$ cat src/dsc_pkg.sv
// Constants and types shared by the debug scan chain select block.
package dsc_pkg;
   // Widths of the TAP-facing buses.
   localparam int unsigned IR_W = 4;
   localparam int unsigned IR_OUT_W = 5;
   localparam int unsigned TAP_W = 4;
   localparam int unsigned CHAIN_NUM_W = 5;
   localparam int unsigned WORD_W = 32;

   // TAP instruction codes this block decodes.
   localparam logic [3:0] IR_EXTERNAL_TEST = 4'h0;
   localparam logic [3:0] IR_CHAIN_SELECT = 4'h2;
   localparam logic [3:0] IR_INTERNAL_TEST = 4'hC;

   // TAP state codes for the three data-register states that matter here.
   localparam logic [3:0] TAP_CAPTURE_DR = 4'h6;
   localparam logic [3:0] TAP_SHIFT_DR = 4'h2;
   localparam logic [3:0] TAP_UPDATE_DR = 4'h5;

   // Chain select register capture value and chain numbering.
   localparam logic [4:0] SEL_CAPTURE_VAL = 5'h10;
   localparam logic [4:0] CHAIN_RESET = 5'h03;
   localparam logic [4:0] CHAIN_CORE = 5'h01;
   localparam logic [4:0] CHAIN_BPU = 5'h02;
   localparam logic [4:0] CHAIN_EXT = 5'h03;
   localparam int unsigned CHAIN_UNASSIGNED_BIT = 4;

   // Core debug chain layout, bit 0 nearest the serial input.
   localparam int unsigned CORE_LEN = 67;
   localparam int unsigned CORE_FETCH_MSB = 31;
   localparam int unsigned CORE_SPEED_BIT = 32;
   localparam int unsigned CORE_WTB_BIT = 33;
   localparam int unsigned CORE_UNUSED_BIT = 34;
   localparam int unsigned CORE_DATA_LSB = 35;
   localparam int unsigned CORE_DATA_MSB = 66;

   // Breakpoint-unit programming chain layout, bit 0 nearest the serial output.
   localparam int unsigned BPU_LEN = 38;
   localparam int unsigned BPU_RW_BIT = 37;
   localparam int unsigned BPU_ADDR_MSB = 36;
   localparam int unsigned BPU_ADDR_LSB = 32;
   localparam int unsigned BPU_DATA_MSB = 31;

   // Serial path currently placed between the test data pins.
   typedef enum logic [2:0] {
      DSC_PATH_NONE,
      DSC_PATH_SELECT,
      DSC_PATH_CORE,
      DSC_PATH_BPU,
      DSC_PATH_EXT
   } dsc_path_t;
endpackage

$ cat src/dsc_ctrl_if.sv
// Control bundle between the scan controller and the chain datapath.
`timescale 1ns/1ps
interface dsc_ctrl_if;
   logic [3:0] tap_state;
   logic [3:0] ir_code;
   logic dbg_en;
   logic [4:0] active;
   logic capture;
   logic shift;
   logic update;
   logic test_mode;
   dsc_pkg::dsc_path_t path;

   modport ctrl (
      input tap_state, ir_code, dbg_en, active,
      output capture, shift, update, test_mode, path
   );
   modport chains (
      output tap_state, ir_code, dbg_en, active,
      input capture, shift, update, test_mode, path
   );
endinterface

$ cat src/dsc_scan_ctrl.sv
// Decoder turning TAP state and instruction into scan cell controls.
`timescale 1ns/1ps
module dsc_scan_ctrl (
   dsc_ctrl_if.ctrl c
);
   logic is_select;
   logic is_test;
   logic is_ext_test;
   logic ext_chain;

   // Strobes are qualified by the debug enable so every step is one enabled edge.
   always_comb begin
      c.capture = c.dbg_en && (c.tap_state == dsc_pkg::TAP_CAPTURE_DR);
      c.shift = c.dbg_en && (c.tap_state == dsc_pkg::TAP_SHIFT_DR);
      c.update = c.dbg_en && (c.tap_state == dsc_pkg::TAP_UPDATE_DR);
   end

   // Instruction decode for the data path choice.
   always_comb begin
      is_select = (c.ir_code == dsc_pkg::IR_CHAIN_SELECT);
      is_test = (c.ir_code == dsc_pkg::IR_INTERNAL_TEST);
      is_ext_test = (c.ir_code == dsc_pkg::IR_EXTERNAL_TEST);
      ext_chain = (c.active == dsc_pkg::CHAIN_EXT) ||
         c.active[dsc_pkg::CHAIN_UNASSIGNED_BIT];
      c.test_mode = is_test;
   end

   // Pick the serial path; reserved chain numbers get no path at all.
   always_comb begin
      c.path = dsc_pkg::DSC_PATH_NONE;
      if (is_select) begin
         c.path = dsc_pkg::DSC_PATH_SELECT;
      end else if (is_test) begin
         if (c.active == dsc_pkg::CHAIN_CORE) begin
            c.path = dsc_pkg::DSC_PATH_CORE;
         end else if (c.active == dsc_pkg::CHAIN_BPU) begin
            c.path = dsc_pkg::DSC_PATH_BPU;
         end else if (ext_chain) begin
            c.path = dsc_pkg::DSC_PATH_EXT;
         end
      end else if (is_ext_test && ext_chain) begin
         c.path = dsc_pkg::DSC_PATH_EXT;
      end
   end
endmodule // dsc_scan_ctrl

$ cat src/dsc_scan_chain_select.sv
// Debug scan datapath: chain select register, core debug and breakpoint chains.
`timescale 1ns/1ps
module dsc_scan_chain_select (
   input wire logic i_clk,
   input wire logic i_sys_rst,
   input wire logic i_ce,
   input wire logic i_debug_clock_enable,
   input wire logic i_memory_clock_enable,
   input wire logic i_in_debug,
   input wire logic [3:0] i_ir_code,
   input wire logic [3:0] i_tap_state,
   input wire logic i_test_data_in_pin,
   output logic o_test_data_out_pin,
   output logic [4:0] o_active_chain_number,
   output logic [4:0] o_current_instruction_out,
   output logic [3:0] o_tap_state_out,
   output logic o_external_chain_serial_in,
   input wire logic i_external_chain_serial_return,
   input wire logic [31:0] i_sys_fetch_word,
   input wire logic [31:0] i_sys_rdata,
   input wire logic [31:0] i_core_wdata,
   input wire logic i_core_write,
   input wire logic i_debug_entry,
   input wire logic i_entry_watchpoint,
   input wire logic i_watch_then_break,
   output logic [31:0] o_instruction_bus,
   output logic [31:0] o_core_rdata,
   output logic [31:0] o_sys_wdata,
   output logic o_system_speed_flag,
   output logic o_watch_then_break_flag,
   output logic o_core_clock_enable,
   output logic [4:0] o_bpu_addr,
   output logic [31:0] o_bpu_wdata,
   output logic o_bpu_write,
   output logic o_bpu_read,
   input wire logic [31:0] i_bpu_rdata
);
   // Every flip-flop of the block lives in this one record.
   typedef struct packed {
      logic [1:0] tdi_sync;
      logic [1:0] ret_sync;
      logic [4:0] sel_sr;
      logic [4:0] active;
      logic [66:0] core_sr;
      logic [31:0] fetch_par;
      logic [31:0] data_par;
      logic speed_par;
      logic wtb_par;
      logic entry_pending;
      logic [37:0] bpu_sr;
      logic tdo;
      logic ext_sdin;
      logic [31:0] fetch_out;
      logic [31:0] rdata_out;
      logic [31:0] wdata_out;
      logic speed_out;
      logic wtb_out;
      logic [4:0] bpu_addr;
      logic [31:0] bpu_wdata;
      logic bpu_wr;
      logic bpu_rd;
      logic core_clk_en;
      logic [4:0] ir_out;
      logic [3:0] tap_out;
   } dsc_state_t;

   dsc_state_t st_ff;
   dsc_state_t nxt_st;

   logic tdi;
   logic ext_ret;
   logic core_test;
   logic [31:0] cap_data;
   logic [31:0] cap_data_rev;
   logic [31:0] sr_data;

   dsc_ctrl_if ctl ();

   // The controller sees the TAP state and the current instruction directly;
   // both come from the TAP logic on this same clock, so no synchroniser.
   assign ctl.tap_state = i_tap_state;
   assign ctl.ir_code = i_ir_code;
   assign ctl.dbg_en = i_debug_clock_enable;
   assign ctl.active = st_ff.active;

   dsc_scan_ctrl u_ctrl (
      .c(ctl)
   );

   // Only the second stage of each pin synchroniser is read by the logic.
   assign tdi = st_ff.tdi_sync[1];
   assign ext_ret = st_ff.ret_sync[1];
   assign core_test = ctl.test_mode && (st_ff.active == dsc_pkg::CHAIN_CORE);

   // What the data output cells capture: write data during a core write,
   // otherwise the read data presented by the system.
   assign cap_data = i_core_write ? i_core_wdata : i_sys_rdata;

   // The data field runs from bit 31 at chain bit 35 to bit 0 at chain bit 66,
   // so it is mirrored both on the way in and on the way out.
   genvar gi;
   generate
      for (gi = 0; gi < 32; gi++) begin : g_data_mirror
         assign cap_data_rev[gi] = cap_data[31 - gi];
         assign sr_data[gi] = st_ff.core_sr[dsc_pkg::CORE_DATA_MSB - gi];
      end
   endgenerate

   // Next-state logic for all chains, the select register and the outputs.
   always_comb begin
      nxt_st = st_ff;
      nxt_st.tdi_sync = {st_ff.tdi_sync[0], i_test_data_in_pin};
      nxt_st.ret_sync = {st_ff.ret_sync[0], i_external_chain_serial_return};
      nxt_st.bpu_wr = 1'b0;
      nxt_st.bpu_rd = 1'b0;

      case (ctl.path)
         dsc_pkg::DSC_PATH_SELECT: begin
            if (ctl.capture) begin
               nxt_st.sel_sr = dsc_pkg::SEL_CAPTURE_VAL;
            end else if (ctl.shift) begin
               nxt_st.tdo = st_ff.sel_sr[0];
               nxt_st.sel_sr = {tdi, st_ff.sel_sr[4:1]};
            end else if (ctl.update) begin
               nxt_st.active = st_ff.sel_sr;
            end
         end
         dsc_pkg::DSC_PATH_CORE: begin
            if (ctl.capture) begin
               // Input cells copy the system side, data cells the core write data or the system read data.
               nxt_st.core_sr[dsc_pkg::CORE_FETCH_MSB:0] = i_sys_fetch_word;
               nxt_st.core_sr[dsc_pkg::CORE_UNUSED_BIT] = 1'b0;
               nxt_st.core_sr[dsc_pkg::CORE_DATA_MSB:dsc_pkg::CORE_DATA_LSB] =
                  cap_data_rev;
               if (st_ff.entry_pending) begin
                  nxt_st.core_sr[dsc_pkg::CORE_SPEED_BIT] = i_entry_watchpoint;
                  nxt_st.core_sr[dsc_pkg::CORE_WTB_BIT] = i_watch_then_break;
                  nxt_st.entry_pending = 1'b0;
               end else begin
                  nxt_st.core_sr[dsc_pkg::CORE_SPEED_BIT] = st_ff.speed_par;
                  nxt_st.core_sr[dsc_pkg::CORE_WTB_BIT] = st_ff.wtb_par;
               end
            end else if (ctl.shift) begin
               nxt_st.tdo = st_ff.core_sr[dsc_pkg::CORE_DATA_MSB];
               nxt_st.core_sr = {st_ff.core_sr[dsc_pkg::CORE_DATA_MSB - 1:0], tdi};
            end else if (ctl.update) begin
               nxt_st.fetch_par = st_ff.core_sr[dsc_pkg::CORE_FETCH_MSB:0];
               nxt_st.speed_par = st_ff.core_sr[dsc_pkg::CORE_SPEED_BIT];
               nxt_st.wtb_par = st_ff.core_sr[dsc_pkg::CORE_WTB_BIT];
               nxt_st.data_par = sr_data;
            end
         end
         dsc_pkg::DSC_PATH_BPU: begin
            // Capture deliberately leaves this chain alone.
            if (ctl.shift) begin
               nxt_st.tdo = st_ff.bpu_sr[0];
               nxt_st.bpu_sr = {tdi, st_ff.bpu_sr[dsc_pkg::BPU_RW_BIT:1]};
            end else if (ctl.update) begin
               nxt_st.bpu_addr =
                  st_ff.bpu_sr[dsc_pkg::BPU_ADDR_MSB:dsc_pkg::BPU_ADDR_LSB];
               nxt_st.bpu_wdata = st_ff.bpu_sr[dsc_pkg::BPU_DATA_MSB:0];
               nxt_st.bpu_wr = st_ff.bpu_sr[dsc_pkg::BPU_RW_BIT];
               nxt_st.bpu_rd = !st_ff.bpu_sr[dsc_pkg::BPU_RW_BIT];
            end
         end
         dsc_pkg::DSC_PATH_EXT: begin
            // The external chain is a pure pass-through; its own cells capture.
            if (ctl.shift) begin
               nxt_st.tdo = ext_ret;
               nxt_st.ext_sdin = tdi;
            end
         end
         default: begin
         end
      endcase

      // Read data from the breakpoint unit lands in the data field one cycle
      // after the read strobe, ready for the next scan out.
      if (st_ff.bpu_rd) begin
         nxt_st.bpu_sr[dsc_pkg::BPU_DATA_MSB:0] = i_bpu_rdata;
      end

      // A new debug entry arms the flag capture; placed last so it beats the
      // clear that a capture in the same cycle would make.
      if (i_debug_entry) begin
         nxt_st.entry_pending = 1'b1;
      end

      // Scan cell multiplexers: test mode on the core chain drives the chain's parallel copy to
      // the core and the serial contents to the system.
      nxt_st.fetch_out = core_test ? st_ff.fetch_par : i_sys_fetch_word;
      nxt_st.rdata_out = core_test ? st_ff.data_par : i_sys_rdata;
      nxt_st.wdata_out = core_test ? sr_data : i_core_wdata;
      nxt_st.speed_out = st_ff.speed_par;
      nxt_st.wtb_out = st_ff.wtb_par;

      // One clock, two qualifiers: the debug enable wins in debug state.
      nxt_st.core_clk_en = i_in_debug ? i_debug_clock_enable
                                      : i_memory_clock_enable;

      // Mirrors for external chain decoders outside this block.
      nxt_st.ir_out = {1'b0, i_ir_code};
      nxt_st.tap_out = i_tap_state;
   end

   // State register. The clock enable freezes everything, synchronisers too,
   // which is harmless because no shift happens while it is low.
   always_ff @(posedge i_clk) begin
      if (i_sys_rst) begin
         st_ff <= '0;
         st_ff.active <= dsc_pkg::CHAIN_RESET;
         st_ff.sel_sr <= dsc_pkg::SEL_CAPTURE_VAL;
      end else if (i_ce) begin
         st_ff <= nxt_st;
      end
   end

   // All outputs come straight from the state record.
   assign o_test_data_out_pin = st_ff.tdo;
   assign o_active_chain_number = st_ff.active;
   assign o_current_instruction_out = st_ff.ir_out;
   assign o_tap_state_out = st_ff.tap_out;
   assign o_external_chain_serial_in = st_ff.ext_sdin;
   assign o_instruction_bus = st_ff.fetch_out;
   assign o_core_rdata = st_ff.rdata_out;
   assign o_sys_wdata = st_ff.wdata_out;
   assign o_system_speed_flag = st_ff.speed_out;
   assign o_watch_then_break_flag = st_ff.wtb_out;
   assign o_core_clock_enable = st_ff.core_clk_en;
   assign o_bpu_addr = st_ff.bpu_addr;
   assign o_bpu_wdata = st_ff.bpu_wdata;
   assign o_bpu_write = st_ff.bpu_wr;
   assign o_bpu_read = st_ff.bpu_rd;
endmodule // dsc_scan_chain_select

$ cat config.mk
export PLATFORM = sky130hd
export DESIGN_NAME = dsc_scan_chain_select
export DESIGN_NICKNAME = d
export VERILOG_FILES = /design/src/dsc_pkg.sv /design/src/dsc_ctrl_if.sv /design/src/dsc_scan_ctrl.sv /design/src/dsc_scan_chain_select.sv
export SDC_FILE = /design/constraint.sdc
export NUM_CORES = 1
export LEC_CHECK = 0
export ABC_CLOCK_PERIOD_IN_PS = 3620
export BUFFER_PORTS_ARGS = -buffer_cell sky130_fd_sc_hd__buf_4
export CAP_MARGIN = 20
export CORE_ASPECT_RATIO = 0.9
export CORE_MARGIN = 2
export CORE_UTILIZATION = 41
export CTS_BUF_LIST = sky130_fd_sc_hd__clkbuf_8
export DETAILED_ROUTE_END_ITERATION = 8
export GPL_TIMING_DRIVEN = 0
export HOLD_SLACK_MARGIN = 0.12
export PLACE_DENSITY = 0.73
export SLEW_MARGIN = 40
export SYNTH_ARGS = -nofsm -noshare
export SYNTH_HDL_FRONTEND = slang
export SYNTH_SLANG_ARGS = --single-unit
$ cat constraint.sdc
create_clock -name i_clk -period 3.62 [get_ports i_clk]
set_input_delay 0.724 -clock i_clk [delete_from_list [all_inputs] [get_ports i_clk]]
set_output_delay 0.724 -clock i_clk [all_outputs]
set_load 0.01 [all_outputs]
# Yosys cells after proc, flatten, opt, wreduce, memory -nomap -nowiden

Index checks and enable logic that the tools add are counted.

RAM bits: 0
Register bits: 334
Memory bits (read-only): 0
Input bits: 148
Word-level logic and storage cells: 101
Output and inout port bits: 154
Latch bits: 0
Memories kept: 0

Divide/modulo/power cells: 0
Shift-type cells: 0
Magnitude comparators: 0
$add $sub $neg: 0
Equality and inequality tests: 18
Bitwise gates (word level): 2
Reductions and logical operators: 24
Multiplexer cells: 31
Multiply operators: 0

Operators with widths:

| cell               | count |
|---|---|
| $mux 32            | 6 |
| $mux 67            | 2 |
| $mux 33            | 1 |
| $mux 3             | 6 |
| $reduce_and 3->1   | 6 |
| $ne 2x2->1 const B | 6 |
| $eq 5x2->1 const B | 2 |
| $mux 2             | 5 |
| $mux 5             | 2 |
| $reduce_and 5->1   | 2 |
| $reduce_bool 2->1  | 5 |
| $eq 4x2->1 const B | 2 |
| $eq 4x3->1 const B | 2 |
| $mux 1             | 8 |
| $reduce_and 8->1   | 1 |
| $eq 3x2->1 const B | 2 |
| $eq 5x1->1 const B | 1 |
| $logic_and 1x1->1  | 5 |
| $eq 4x4->1 const B | 1 |
| $logic_not 4->1    | 1 |
| $pmux 1 s4         | 1 |
| $reduce_and 4->1   | 1 |
| $reduce_bool 4->1  | 1 |
| $eq 3x1->1 const B | 1 |
| other kinds (4)    | 5 |

# Depth between registers and ports, before layout

Depth after elaboration: 10
Depth in mapped cells: 8
Depth with buffers taken out: 5

# Hierarchy

Synthesis repeated with hierarchy kept, for this count alone.

Cells, all modules: 1,822
Area, all modules: 15,379.8 µm²

Modules (own cells, without submodules):

| module                | instances | sequential area each (µm²) | area an instance (µm²) | cells an instance |
|---|---|---|---|---|
| dsc_scan_chain_select | 1         | 6,686.4                    | 15,229.6               | 1,803 |
| dsc_scan_ctrl         | 1         | 0.0                        | 150.1                  | 19 |

# Worst setup path after synthesis

Ideal clock, no wire load.

Kind: input to register
Start: input port i_ce
End: register st_ff (netlist bit o_bpu_addr[0])
Path buffers: 3
Stages on the path: 8
Arrival: 2,286 ps
Required time: 3,488 ps
Slack: 1,202 ps
Library setup time: 132 ps
Cells stage by stage: buf_2 > nand2b_4 > or4_1 > or3_1 > buf_2 > buf_2 > nand2_1 > a21oi_1

Word-level cells in the longest chain between the ends: 1

RTL lines:

| element                           | line                         | text |
|---|---|---|
| start, declared                   | dsc_scan_chain_select.sv:6   | `input wire logic i_ce,` |
| $reduce_and 4->1 (no source line) | --                           |  |
| end signal, assigned              | dsc_scan_chain_select.sv:214 | `st_ff <= nxt_st;` |
| end, declared                     | dsc_scan_chain_select.sv:67  | `dsc_state_t st_ff;` |

No other way between the ends.
A chain may end at the register's enable or synchronous reset.

# Worst setup path after layout

Start: register, netlist name o_active_chain_number[2]
End: register st_ff[279] (netlist bit)

Word-level cells in the longest chain between the ends: 9
Elaborated cells on any way between the ends: 13
Classes of those cells: eq/ne: 4; mux: 6; reduce/logical: 3

RTL lines:

| element                               | line                         | text |
|---|---|---|
| $eq 5x2->1                            | dsc_scan_ctrl.sv:23          | `ext_chain = (c.active == dsc_pkg::CHAIN_EXT) \|\|` |
| $logic_or 1x1->1                      | dsc_scan_ctrl.sv:23          |  |
| $mux 3                                | dsc_scan_ctrl.sv:38          | `end else if (ext_chain) begin` |
| $mux 3                                | dsc_scan_ctrl.sv:36          | `end else if (c.active == dsc_pkg::CHAIN_BPU) begin` |
| $mux 3                                | dsc_scan_ctrl.sv:34          | `if (c.active == dsc_pkg::CHAIN_CORE) begin` |
| $mux 3 (*)                            | dsc_scan_ctrl.sv:33          | `end else if (is_test) begin` |
| $mux 3 (*)                            | dsc_scan_ctrl.sv:31          | `if (is_select) begin` |
| $eq 3x2->1 (*)                        | dsc_scan_chain_select.sv:117 | `case (ctl.path)` |
| $reduce_and 3->1 (no source line) (*) | --                           |  |

Mark *: on every way between the ends. The rest lies on a longest branch, timed or not.

==> impl_metrics.csv <==
group,metric,value,unit
run_status,outcome,"completed",
floorplan,die-area,0.0380,mm²
synth,post_synth_instance_area,0.0149,mm²
sta,final.min_clock_period,2540,ps
power,clkPwrFrac,0.409,
sta,setup_viol,0,
setup_path,critical_path.top_delay_family,"simple AND/OR/NAND/NOR gates",
setup_path,critPathArrivalTime,3000,ps
sta,timing.final.hold_violations,0,
sta,timing.final.crit_share,0.701,
synth,netlist_top_cells_area,"dfxtp_1 (45%), mux2i_1 (12%), nand2_1 (8.7%)",
clock_network,cts_num_sinks,334,
synth,seq_area_frac_synth,0.448,
setup_path,max_stage_delay_cell_worst_path,"nor3_4",
clock_network,cts-buffers-inserted,55,
routing,vias,13500,
routing,detail_route.iter0.violations,826,
setup_path,worstReg2RegEnd,"st_ff[279]",
clock_network,tritoncts_clock_tree,"yes",
routing,wl_per_cell,17.6,µm
setup_path,critical_path.startpoint_type,"flip-flop",
sta,finalHoldWorstSlack,376,ps
place,finalWeightedCongestion,0.892,
synth,synth_top_flop_cell,"dfxtp_1",
synth,synth_async_sr_flop_share,0,
floorplan,fp.coreArea,0.0360,mm²
synth,post-synth-top-area-cell,"dfxtp_1",
clock_network,cts_htree_levels,2,
sta,max-slew-margin-rel,0.445,
floorplan,floorplan.rows,66,
min_path,whs_path_depth,3,
routing,post_drt_via_cell_ratio,5.16,
power,irDropWorstVdd,0.266,mV
finish,finish.cell_count_without_fillers,2607,
global_routing,grt.total_usage,0.235,
power,power.density,413,mW/mm²
sta,fmax,394,MHz
power,sw_share,0.254,
clock_network,cts_resized,0,
routing,drc_violations_left,0,
sta,worstMarginPinSlew,832,ps
min_path,timing.hold.worst_endpoint,"nxt_st[334]",
clock_network,clock_tree.root_cell,"clkbuf_8",
routing,drt_pre_antenna_iters,5,
setup_path,crit_required,4080,ps
routing,drt.antenna.violating_nets,0,
power,share_comb_of_total_power,0.101,
setup_path,rr_worst_depth,7,
synth,number_of_synthesized_flops_with_an_enable_pin,0,
finish,design.final.nets,2243,
synth,synthDistinctLibCells,42,
finish,share_of_layout_cells_above_drive_strength_1,0.272,
sta,setup_tns,0,ps
power,total_switching_power,1.97,mW
setup_path,worst_r2r_startpoint,"o_active_chain_number[2]",
place,placed_cells_incl_taps,2513,
setup_path,timing.setup.critical_path_class,"flip-flop to flip-flop",
routing,detail_route.wirelength,45900,µm
clock_network,post_cts_buffers,0,
synth,synth_warnings,0,
min_path,tightest_hold_check_type,"input pin to flip-flop",
finish,fillers,3417,
power,internal_power_summed_over_all_cells,5.80,mW
floorplan,io_pins,302,
finish,register_area,0.00669,mm²
synth,synthesis.instances,1740,
sta,grt_setup_unrepaired,"false",
place,place.port_buffers,297,
synth,average_cell_area_after_synthesis,8.58,µm²
place,detailedPlace.worstSlack,559,ps
floorplan,die-width,205,µm
setup_path,critical-path-max-stage-delay,490,ps
finish,final_util,0.522,
setup_path,ordered_cell_list_for_the_critical_path,"nor4b_2, nand4_1, buf_2, nor3_4, buf_2, buf_2, a311oi_1",
synth,synth_top_area_share,0.448,
power,p_seq_frac,0.490,
setup_path,critPathMaxFanout,10,
global_routing,pin_count_of_the_biggest_net_entering_global_routing,16,
min_path,min-delay-start,"i_test_data_in_pin",
place,half_perimeter_wire_length_after_placement,34400,µm
setup_path,setup.worst_path.start,"o_active_chain_number[2]",
job,drv_cap,0,
synth,syn_nets,1888,
floorplan,initial_core_util,0.415,
sta,final.setup.worst_slack,1080,ps
synth,synth.ff_latch_count,334,
floorplan,die_h,185,µm
finish,layout.cells.most_common,"buf_4",
clock_network,worstSkewPairLatency,620,ps
power,p_leak,8.00,nW
finish,layout_common_cells,"buf_4 (446), nand2_1 (347), dfxtp_1 (334), nor2_1 (193), mux2i_1 (186)",
global_routing,gr-total-overflow,0,
sta,total_count_of_max_transition_violations_in_the_final_report,0,
global_routing,grt_antenna_before_repair,0,
setup_path,regToRegSetupSlack,1080,ps
global_routing,global_route_wire_length_before_repair,70500,µm
global_routing,number_of_global_route_vias_before_repair,13000,
clock_network,ctsHoldBuffers,0,
clock_network,clock_buffer_depth,3,
setup_path,worst-path-buf-inv,3,
setup_path,path_common_cell,"buf_2",
finish,layout-area-overhead-vs-synth,25.9,%
setup_path,endpoint_kind,"flip-flop",
sta,fin_worst_skew,27.3,ps
clock_network,worst_setup_hold_path_clk_slew,60,ps
finish,multi_input_comb_area,0.00655,mm²
[per-layer routing]
metal	wire, µm	track usage	vias to the layer above
met3	3770	0.0607	80
met4	1070	0.0659	0
met1	20100	0.304	6363
met2	21000	0.389	475
li1	-	-	6545
met5	0	0	-
[metrics by stage]
stage               instance area [µm²]  power (mW)
floorplan                         14900        4.28
detailed placement                17800        4.68
finish                            18800        7.77
CTS                               18800        7.83
global route                      18800        8.06
global placement                  17800        4.66
[synthesized netlist by cell type, types with 6 or more instances]
master and count:
a211oi_1 121, a211oi_2 8, a21oi_1 145, a311oi_1 32, buf_2 40, buf_4 149
clkbuf_1 91, dfxtp_1 334, mux2i_1 186, nand2_1 347, nand3_1 6, nor2_1 193
o211ai_1 34
[power groups by stage]
stage          registers, mW  logic [mW]  clock network [mW]
2_1_floorplan           3.87       0.402                   0
3_3_place_gp            3.89       0.778                   0
3_5_place_dp            3.89       0.788                   0
4_1_cts                 3.81       0.790                3.23
5_1_grt                 3.82       0.852                3.40
6_report                3.81       0.788                3.18
[state kept, by name, indices dropped and copies added (netlist names), 4 cells and up]
signal,count
st_ff,144
o_bpu_wdata,32
o_core_rdata,32
o_instruction_bus,32
o_sys_wdata,32
sr_data,32
o_active_chain_number,5
o_bpu_addr,5
nxt_st,4
o_current_instruction_out,4
o_tap_state_out,4
[worst max-delay path by stage]
stage,end,slack [ps],cells after the start
final,st_ff[279],1080,7
after global routing,st_ff[279],910,7
after CTS,st_ff[276],1070,7
after detailed placement,st_ff[276],560,8
after global placement,st_ff[279],590,8
after floorplan,o_bpu_addr[0],1200,8
[worst min-delay path: cells and delay by family]
family | cells | cell delay (ps)
buffers and inverters | 1 | 80
muxes | 1 | 60
and+or+nand+nor | 1 | 80
[kinds of logic (layout without fill, tap and decap cells)]
family | after synthesis | after routing | synth area share
mux | 186 | 186 | 0.125
compound gates | 357 | 357 | 0.161
flops | 334 | 334 | 0.448
buf+inv | 288 | 678 | 0.113
simple gates | 574 | 574 | 0.153
other cells | 1 | 2 | 0.000251
[final cells by class]
type,instances,area share
tap,476,0.0317
clock buffer,66,0.0483
timing repair buffer,298,0.119
inverter,3,0.000599
clock inverter,26,0.00646
multi-input combinational,1118,0.349
sequential,334,0.356
buffer,285,0.0895
antenna,1,0.000133
(Power assumes the default switching activity.)
